===== src/hdl/adc_flow_pkg.sv =====
// Constants shared by the conversion flow control block and its decoder.
// Assumes a 32-bit AHB-Lite register bus with word-aligned registers.
package adc_flow_pkg;

  localparam int          AddrWidth      = 4;
  localparam logic [3:0]  OffCtrl        = 4'h0;
  localparam logic [3:0]  OffFlags       = 4'h4;
  localparam logic [3:0]  OffIntStatus   = 4'h8;
  localparam logic [3:0]  OffIntMask     = 4'hC;

  // Control register fields; request bits are write-one strobes
  localparam int          CtrlRestartBit = 0;
  localparam int          CtrlTriggerBit = 1;
  localparam int          CtrlAbortBit   = 2;
  localparam int          CtrlLoadOkBit  = 3;
  localparam int          CtrlModeBit    = 4;

  // Flags register fields
  localparam int          FlgRestartBit  = 0;
  localparam int          FlgTriggerBit  = 1;
  localparam int          FlgAbortBit    = 2;
  localparam int          FlgPendRstBit  = 3;
  localparam int          FlgPendLdokBit = 4;
  localparam int          FlgHaltPendBit = 5;
  localparam int          FlgModeBit     = 6;

  // Interrupt status and mask fields
  localparam int          IrqWidth       = 3;
  localparam int          IrqTrigErrBit  = 0;
  localparam int          IrqRstErrBit   = 1;
  localparam int          IrqLdokErrBit  = 2;

  localparam logic [IrqWidth-1:0] IntMaskReset = 3'h0;
  localparam logic [31:0]         ReadZero     = 32'h0000_0000;

  typedef enum logic
  {
    MODE_RESTART,
    MODE_TRIGGER
  } flow_mode_t;

endpackage


===== src/hdl/adc_conversion_flow_control.sv =====
// Conversion flow control: request bits, overrun handling, error flags.
// Assumes one AHB-Lite master, zero-wait slave, requests also from hw pins.
//
// Overview of operation
// - Restart loads first command, swapping buffers on load-ok.
// - Abort stops conversion, sequence and list processing.
// - Restart with abort suppresses restart, load-ok errors.
// - Trigger, or restart in trigger mode, starts sequence.
// - Restart mode: restart plus trigger sets trigger error.
// - Restart overrun held, replayed one clock after clear.
// - Trigger overrun halts at boundary, sets trigger error.
// - Abort while abort flag set is discarded.
// - Restart overrun captures load-ok into background bit.
//
// Register access over AHB-Lite and the placing of the registers were left to the implementer.
`timescale 1ns/100ps
module adc_conversion_flow_control
(
  input  wire logic        clk_sys,
  input  wire logic        reset,
  input  wire logic        hsel,
  input  wire logic [31:0] haddr,
  input  wire logic [1:0]  htrans,
  input  wire logic        hwrite,
  input  wire logic [2:0]  hsize,
  input  wire logic [31:0] hwdata,
  input  wire logic        hready,
  output logic             hreadyout,
  output logic             hresp,
  output logic [31:0]      hrdata,
  input  wire logic        hwRestartReq,
  input  wire logic        hwTriggerReq,
  input  wire logic        hwAbortReq,
  input  wire logic        hwLoadOkReq,
  input  wire logic        restartDone,
  input  wire logic        sequenceDone,
  input  wire logic        abortDone,
  input  wire logic        convBoundary,
  output logic             swapBuf,
  output logic             loadFirstCmd,
  output logic             startSeq,
  output logic             abortAll,
  output logic             haltConv,
  output logic             irq
);
  import adc_flow_pkg::*;

  logic                 wrPend_q, wrPend_d;
  logic [AddrWidth-1:0] wrAddr_q, wrAddr_d;
  logic [31:0]          rdata_q, rdata_d;
  logic [IrqWidth-1:0]  intStatus_q, intStatus_d;
  logic [IrqWidth-1:0]  intMask_q, intMask_d;
  flow_mode_t           mode_q, mode_d;
  logic                 restartFlag_q, restartFlag_d;
  logic                 triggerFlag_q, triggerFlag_d;
  logic                 abortFlag_q, abortFlag_d;
  logic                 pendRst_q, pendRst_d;
  logic                 pendLdok_q, pendLdok_d;
  logic                 haltPend_q, haltPend_d;
  logic                 swap_q, load_q, start_q, abort_q, halt_q;

  logic                 addrPhase, ctrlWr;
  logic                 reqRst, reqTrig, reqAbort, reqLdok;
  logic                 rstAccept, rstOverrun, ldokEff, trigAccept, abortAccept;
  logic                 decSwap, decLoad, decStart, decAbort, decAuto, decSupp, decTrigErr;
  logic                 trigOverrun, haltFire;
  logic [IrqWidth-1:0]  irqSet;

  assign addrPhase = hsel && htrans[1] && hready;
  assign ctrlWr    = wrPend_q && (wrAddr_q == OffCtrl);
  assign reqRst    = hwRestartReq || (ctrlWr && hwdata[CtrlRestartBit]);
  assign reqTrig   = hwTriggerReq || (ctrlWr && hwdata[CtrlTriggerBit]);
  assign reqAbort  = hwAbortReq   || (ctrlWr && hwdata[CtrlAbortBit]);
  assign reqLdok   = hwLoadOkReq  || (ctrlWr && hwdata[CtrlLoadOkBit]);

  // A held restart is served in the first cycle the restart flag reads clear
  assign rstAccept   = !restartFlag_q && (reqRst || pendRst_q);
  assign rstOverrun  = restartFlag_q && reqRst;
  assign ldokEff     = pendRst_q ? (pendLdok_q || (reqRst && reqLdok)) : reqLdok;
  assign trigAccept  = reqTrig && !triggerFlag_q;
  assign trigOverrun = reqTrig && triggerFlag_q;
  assign abortAccept = reqAbort && !abortFlag_q;
  assign haltFire    = haltPend_q && convBoundary;

  adc_flow_decoder u_decoder
  (
    .restartIn   (rstAccept),
    .triggerIn   (trigAccept),
    .abortIn     (abortAccept),
    .loadOkIn    (rstAccept && ldokEff),
    .mode        (mode_q),
    .swapBuf     (decSwap),
    .loadFirst   (decLoad),
    .startSeq    (decStart),
    .abortAll    (decAbort),
    .autoTrig    (decAuto),
    .suppressErr (decSupp),
    .trigErr     (decTrigErr)
  );

  // Restarting over a running sequence is reported unless an abort comes too
  always_comb
  begin
    irqSet = '0;
    irqSet[IrqTrigErrBit] = decTrigErr || haltFire;
    irqSet[IrqRstErrBit]  = decLoad && triggerFlag_q && !decSupp;
    irqSet[IrqLdokErrBit] = decSwap && triggerFlag_q && !decSupp;
  end

  always_comb
  begin
    restartFlag_d = restartFlag_q;
    triggerFlag_d = triggerFlag_q;
    abortFlag_d   = abortFlag_q;
    pendRst_d     = pendRst_q;
    pendLdok_d    = pendLdok_q;
    haltPend_d    = haltPend_q;
    if (restartDone)
      restartFlag_d = 1'b0;
    if (rstAccept && !decTrigErr)
      restartFlag_d = 1'b1;
    if (rstAccept)
    begin
      pendRst_d  = 1'b0;
      pendLdok_d = 1'b0;
    end
    if (rstOverrun)
    begin
      pendRst_d  = 1'b1;
      pendLdok_d = reqLdok;
    end
    if (sequenceDone || decAbort)
      triggerFlag_d = 1'b0;
    if (decStart)
      triggerFlag_d = 1'b1;
    if (abortDone)
      abortFlag_d = 1'b0;
    if (abortAccept && !decTrigErr)
      abortFlag_d = 1'b1;
    if (convBoundary || decAbort)
      haltPend_d = 1'b0;
    if (trigOverrun)
      haltPend_d = 1'b1;
  end

  always_ff @(posedge clk_sys)
  begin
    if (reset)
    begin
      restartFlag_q <= 1'b0;
      triggerFlag_q <= 1'b0;
      abortFlag_q   <= 1'b0;
      pendRst_q     <= 1'b0;
      pendLdok_q    <= 1'b0;
      haltPend_q    <= 1'b0;
      swap_q        <= 1'b0;
      load_q        <= 1'b0;
      start_q       <= 1'b0;
      abort_q       <= 1'b0;
      halt_q        <= 1'b0;
    end
    else
    begin
      restartFlag_q <= restartFlag_d;
      triggerFlag_q <= triggerFlag_d;
      abortFlag_q   <= abortFlag_d;
      pendRst_q     <= pendRst_d;
      pendLdok_q    <= pendLdok_d;
      haltPend_q    <= haltPend_d;
      swap_q        <= decSwap;
      load_q        <= decLoad;
      start_q       <= decStart;
      abort_q       <= decAbort;
      halt_q        <= haltFire;
    end
  end

  // Bus slave: zero wait states; reads are captured in the address phase
  always_comb
  begin
    wrPend_d    = addrPhase && hwrite;
    wrAddr_d    = haddr[AddrWidth-1:0];
    rdata_d     = ReadZero;
    intMask_d   = intMask_q;
    mode_d      = mode_q;
    intStatus_d = intStatus_q;
    if (addrPhase && !hwrite)
    begin
      case (haddr[AddrWidth-1:0])
        OffCtrl:
          rdata_d[CtrlModeBit] = (mode_q == MODE_TRIGGER);
        OffFlags:
        begin
          rdata_d[FlgRestartBit]  = restartFlag_q;
          rdata_d[FlgTriggerBit]  = triggerFlag_q;
          rdata_d[FlgAbortBit]    = abortFlag_q;
          rdata_d[FlgPendRstBit]  = pendRst_q;
          rdata_d[FlgPendLdokBit] = pendLdok_q;
          rdata_d[FlgHaltPendBit] = haltPend_q;
          rdata_d[FlgModeBit]     = (mode_q == MODE_TRIGGER);
        end
        OffIntStatus:
        begin
          rdata_d[IrqWidth-1:0] = intStatus_q;
          intStatus_d = '0;
        end
        OffIntMask:
          rdata_d[IrqWidth-1:0] = intMask_q;
        default:
          rdata_d = ReadZero;
      endcase
    end
    // An event in the clearing cycle survives the read
    intStatus_d = intStatus_d | irqSet;
    if (wrPend_q && (wrAddr_q == OffIntMask))
      intMask_d = hwdata[IrqWidth-1:0];
    if (ctrlWr)
      mode_d = hwdata[CtrlModeBit] ? MODE_TRIGGER : MODE_RESTART;
  end

  always_ff @(posedge clk_sys)
  begin
    if (reset)
    begin
      wrPend_q    <= 1'b0;
      wrAddr_q    <= '0;
      rdata_q     <= ReadZero;
      intStatus_q <= '0;
      intMask_q   <= IntMaskReset;
      mode_q      <= MODE_RESTART;
    end
    else
    begin
      wrPend_q    <= wrPend_d;
      wrAddr_q    <= wrAddr_d;
      rdata_q     <= rdata_d;
      intStatus_q <= intStatus_d;
      intMask_q   <= intMask_d;
      mode_q      <= mode_d;
    end
  end

  assign hreadyout    = 1'b1;
  assign hresp        = 1'b0;
  assign hrdata       = rdata_q;
  assign irq          = |(intStatus_q & intMask_q);
  assign swapBuf      = swap_q;
  assign loadFirstCmd = load_q;
  assign startSeq     = start_q;
  assign abortAll     = abort_q;
  assign haltConv     = halt_q;
endmodule


===== src/hdl/adc_flow_decoder.sv =====
// Decodes one cycle's accepted flow bits into converter actions.
// Purely combinational; the caller presents only bits that were accepted.
`timescale 1ns/100ps
module adc_flow_decoder
(
  input  wire logic                restartIn,
  input  wire logic                triggerIn,
  input  wire logic                abortIn,
  input  wire logic                loadOkIn,
  input  wire adc_flow_pkg::flow_mode_t mode,
  output logic                     swapBuf,
  output logic                     loadFirst,
  output logic                     startSeq,
  output logic                     abortAll,
  output logic                     autoTrig,
  output logic                     suppressErr,
  output logic                     trigErr
);
  import adc_flow_pkg::*;

  always_comb
  begin
    trigErr     = (mode == MODE_RESTART) && restartIn && triggerIn;
    swapBuf     = !trigErr && restartIn && loadOkIn;
    loadFirst   = !trigErr && restartIn;
    abortAll    = !trigErr && abortIn;
    autoTrig    = !trigErr && restartIn && (mode == MODE_TRIGGER);
    startSeq    = !trigErr && (triggerIn || autoTrig);
    suppressErr = restartIn && abortIn;
    // Load-ok alone cannot occur; trigger with abort and no restart both aborts and starts a sequence
  end

endmodule


===== config.mk =====
export PLATFORM = sky130hd
export DESIGN_NAME = adc_conversion_flow_control
export DESIGN_NICKNAME = d
export VERILOG_FILES = /design/src/hdl/adc_flow_pkg.sv /design/src/hdl/adc_conversion_flow_control.sv /design/src/hdl/adc_flow_decoder.sv
export SDC_FILE = /design/constraint.sdc
export NUM_CORES = 1
export LEC_CHECK = 0
export BUFFER_PORTS_ARGS = -buffer_cell sky130_fd_sc_hd__buf_2
export CAP_MARGIN = 25
export CORE_MARGIN = 10
export CORE_UTILIZATION = 30
export DETAILED_ROUTE_END_ITERATION = 6
export MAX_ROUTING_LAYER = met4
export PLACE_DENSITY = 0.66
export SETUP_SLACK_MARGIN = 0.4
export SLEW_MARGIN = 20
export SYNTH_ARGS = -nofsm -noshare
export SYNTH_HDL_FRONTEND = slang
export SYNTH_SLANG_ARGS = --single-unit

===== constraint.sdc =====
create_clock -name clk_sys -period 3.3 [get_ports clk_sys]
set_clock_uncertainty 0.1 [all_clocks]
set_input_delay 0 -clock clk_sys [delete_from_list [all_inputs] [get_ports clk_sys]]
set_output_delay 0 -clock clk_sys [all_outputs]
set_load 0.02 [all_outputs]

==> flow_summary.ini <==
[status]
status = complete, no violations

[placement]
place_inst = 232
dpl_cell_area_sq_mm = 0.00151
numPortBuffers = 35
gp_congestion = 0.800
hpwl_um = 2620

[power]
leakagePower_uw = 0.000791
p_per_area_mw_per_mm2 = 474
peakVddDrop_uv = 136

[hold_path]
holdPathStages = 2
hp-start = reset
whs_endpoint = intStatus_q[1]$_SDFF_PP0_
hold_class = in -> reg

[global_routing]
overflow = 0
grt_usage_pct = 9.52
antenna_found_initial = 0
grt_pass1_wl_um = 5680
grt_max_degree = 23
grt_pass1_vias = 1248

[critical_path]
crit_fanout = 8
critPathCaptureType = register
cp_num_buf_inv = 0
r2r-end = restartFlag_q$_SDFFE_PP0P_
cp_cell_sequence = nor2_1 > a31oi_1 > o311ai_0 > o21ai_0
required_ns = 3.33
timing.rr.start = wrAddr_q[1]$_SDFF_PP0_
path_class = reg -> reg
cp.arrival_ns = 2.14
start_kind = register
critPathMaxStageDelay_ns = 0.66
reg2reg_slack_ns = 1.19
crit_family = compound AO/OA/AOI/OAI gates
crit_slowest_cell = o311ai_0
reg2regPathDepth = 4

[cells_and_area]
n_antenna_cell = 0
final_cell_area_sq_mm = 0.00177
area_growth_pct = 26.7
utilization_pct = 39.8
final_cells = 255
nets = 284
drive_gt1_share_pct = 25.1
fillers = 449

[timing]
worst_pin_slew_ns = 0.716
slew-limit-headroom_pct = 51.7
fin_crit_ns = 2.11
post-route-period-util_pct = 64.0
fmax_mhz = 474
tns_ns = 0
finalSetupViolations = 0
maxSlewViolCount = 0
rsz0062_at_grt = no
hold_viol_final = 0

[synthesis]
synth_top_area_cell = dfxtp_1
yosys_warnings = 0
synth_edf_count = 0
async_reset_ff_share_pct = 0
synth.ff_latch_count = 30
ys_types = 37
ys_top_cells_by_area = dfxtp_1, buf_4, nor2_1, mux2i_1, nor2b_1
synth_area_sq_mm = 0.00140
synthTopCellsByCount = dfxtp_1, buf_4, nor2_1, nand2_1
ys.flop_type = dfxtp_1
synthesis.instances = 152
yosysSeqAreaShare_pct = 43.0
synth_most_common_cell = dfxtp_1
yosysTopAreaCellShare_pct = 43.0
syn_avg_cell_area_sq_um = 9.19

[routing]
vias_per_cell = 4.58
totalWireLength_um = 3470
vias = 1169
drc = 0
antenna_left = 0
wl_per_cell_um = 13.6
firstDrtPassIters = 5
drt_iter0_drc = 83

[floorplanning]
die_area_sq_mm = 0.00778
pin_count = 122
initial_utilization_pct = 31.4
die_w_um = 88.2
die_h_um = 88.2
rows = 24
core-area_sq_mm = 0.00444

[cts]
cts.reportedPaths.clkPinSlew_ns = 0.06
cts_resized = 0
clk_path_buf_depth = 2
cts.sinks = 30
hold_buffers = 15
clock-root-buffer = clkbuf_8
clk-insertion-delay-late_ns = 0.28
cts_tree = built
numCtsBuffers = 5
htree_levels = 2
postCtsSetupBuffers = 0

[job]
drv_cap = 0
==> where the power goes <==
part	internal [uW]	leakage (uW)	switching (uW)
clock network	210	0.0000575	131
registers	374	0.000244	11.3
logic	42.7	0.000489	68.6
==> placed cells by master, fill, tap and decap left out, drive strengths merged, types with 3 or more instances in the layout <==
cell	instances
nand2	9
nor3	3
a31oi	5
a21oi	6
nand2b	4
and3	3
dfxtp	30
inv	4
clkbuf	8
buf	35
nor2b	6
a22oi	3
dlygate4sd3	15
mux2i	4
nor2	16
mux2	3
conb	27
==> flip-flops by register name, indices dropped and copies added, names as in the netlist, 3 cells and up <==
| name | count |
|---|---|
| hrdata | 7 |
| wrAddr_q | 4 |
| intStatus_q | 3 |
| intMask_q | 3 |
==> cell type report <==
type	instances	area [sq um]	share of cell area (%)
Multi-Input combinational cell	111	653	36.9
Sequential cell	30	601	33.9
Timing Repair Buffer	50	325	18.4
Clock buffer	8	110	6.22
Tap cell	52	65.1	3.68
Inverter	4	15.0	0.849
==> worst max-delay path by stage <==
stage	start	end	slack, ns	cells after the start
after floorplan	wrAddr_q[0]$_SDFF_PP0_	abortFlag_q$_SDFFE_PP0P_	1.60	5
after global placement	wrAddr_q[1]$_SDFF_PP0_	restartFlag_q$_SDFFE_PP0P_	1.25	4
after detailed placement	wrAddr_q[1]$_SDFF_PP0_	restartFlag_q$_SDFFE_PP0P_	1.24	4
after CTS	wrAddr_q[1]$_SDFF_PP0_	restartFlag_q$_SDFFE_PP0P_	1.23	4
after global routing	wrAddr_q[1]$_SDFF_PP0_	restartFlag_q$_SDFFE_PP0P_	1.10	4
final	wrAddr_q[1]$_SDFF_PP0_	restartFlag_q$_SDFFE_PP0P_	1.19	4
==> cells by family after synthesis <==
group	share of synthesized area, %
AND/OR/NAND/NOR	21.1
buffers and inverters	16.9
flip-flops	43.0
AO/OA/AOI/OAI	13.1
multiplexers	5.29
other	0.538
==> metrics by stage <==
step / hold slack (ns) / worst slack, ns / total power [uW]
final: 0.0166 / 1.19 / 839
after global routing: 0.0335 / 1.10 / 879
after CTS: 0.0153 / 1.23 / 845
after detailed placement: 0.144 / 1.24 / 489
after global placement: 0.132 / 1.25 / 488
after floorplan: 0.0217 / 1.60 / 485
==> metal layers <==
metal	GRT usage [%]	routed length, um
met3	4.50	391
met4	4.85	65
met5	-	0
met1	10.9	1600
met2	13.5	1410
(Power assumes the default switching activity.)
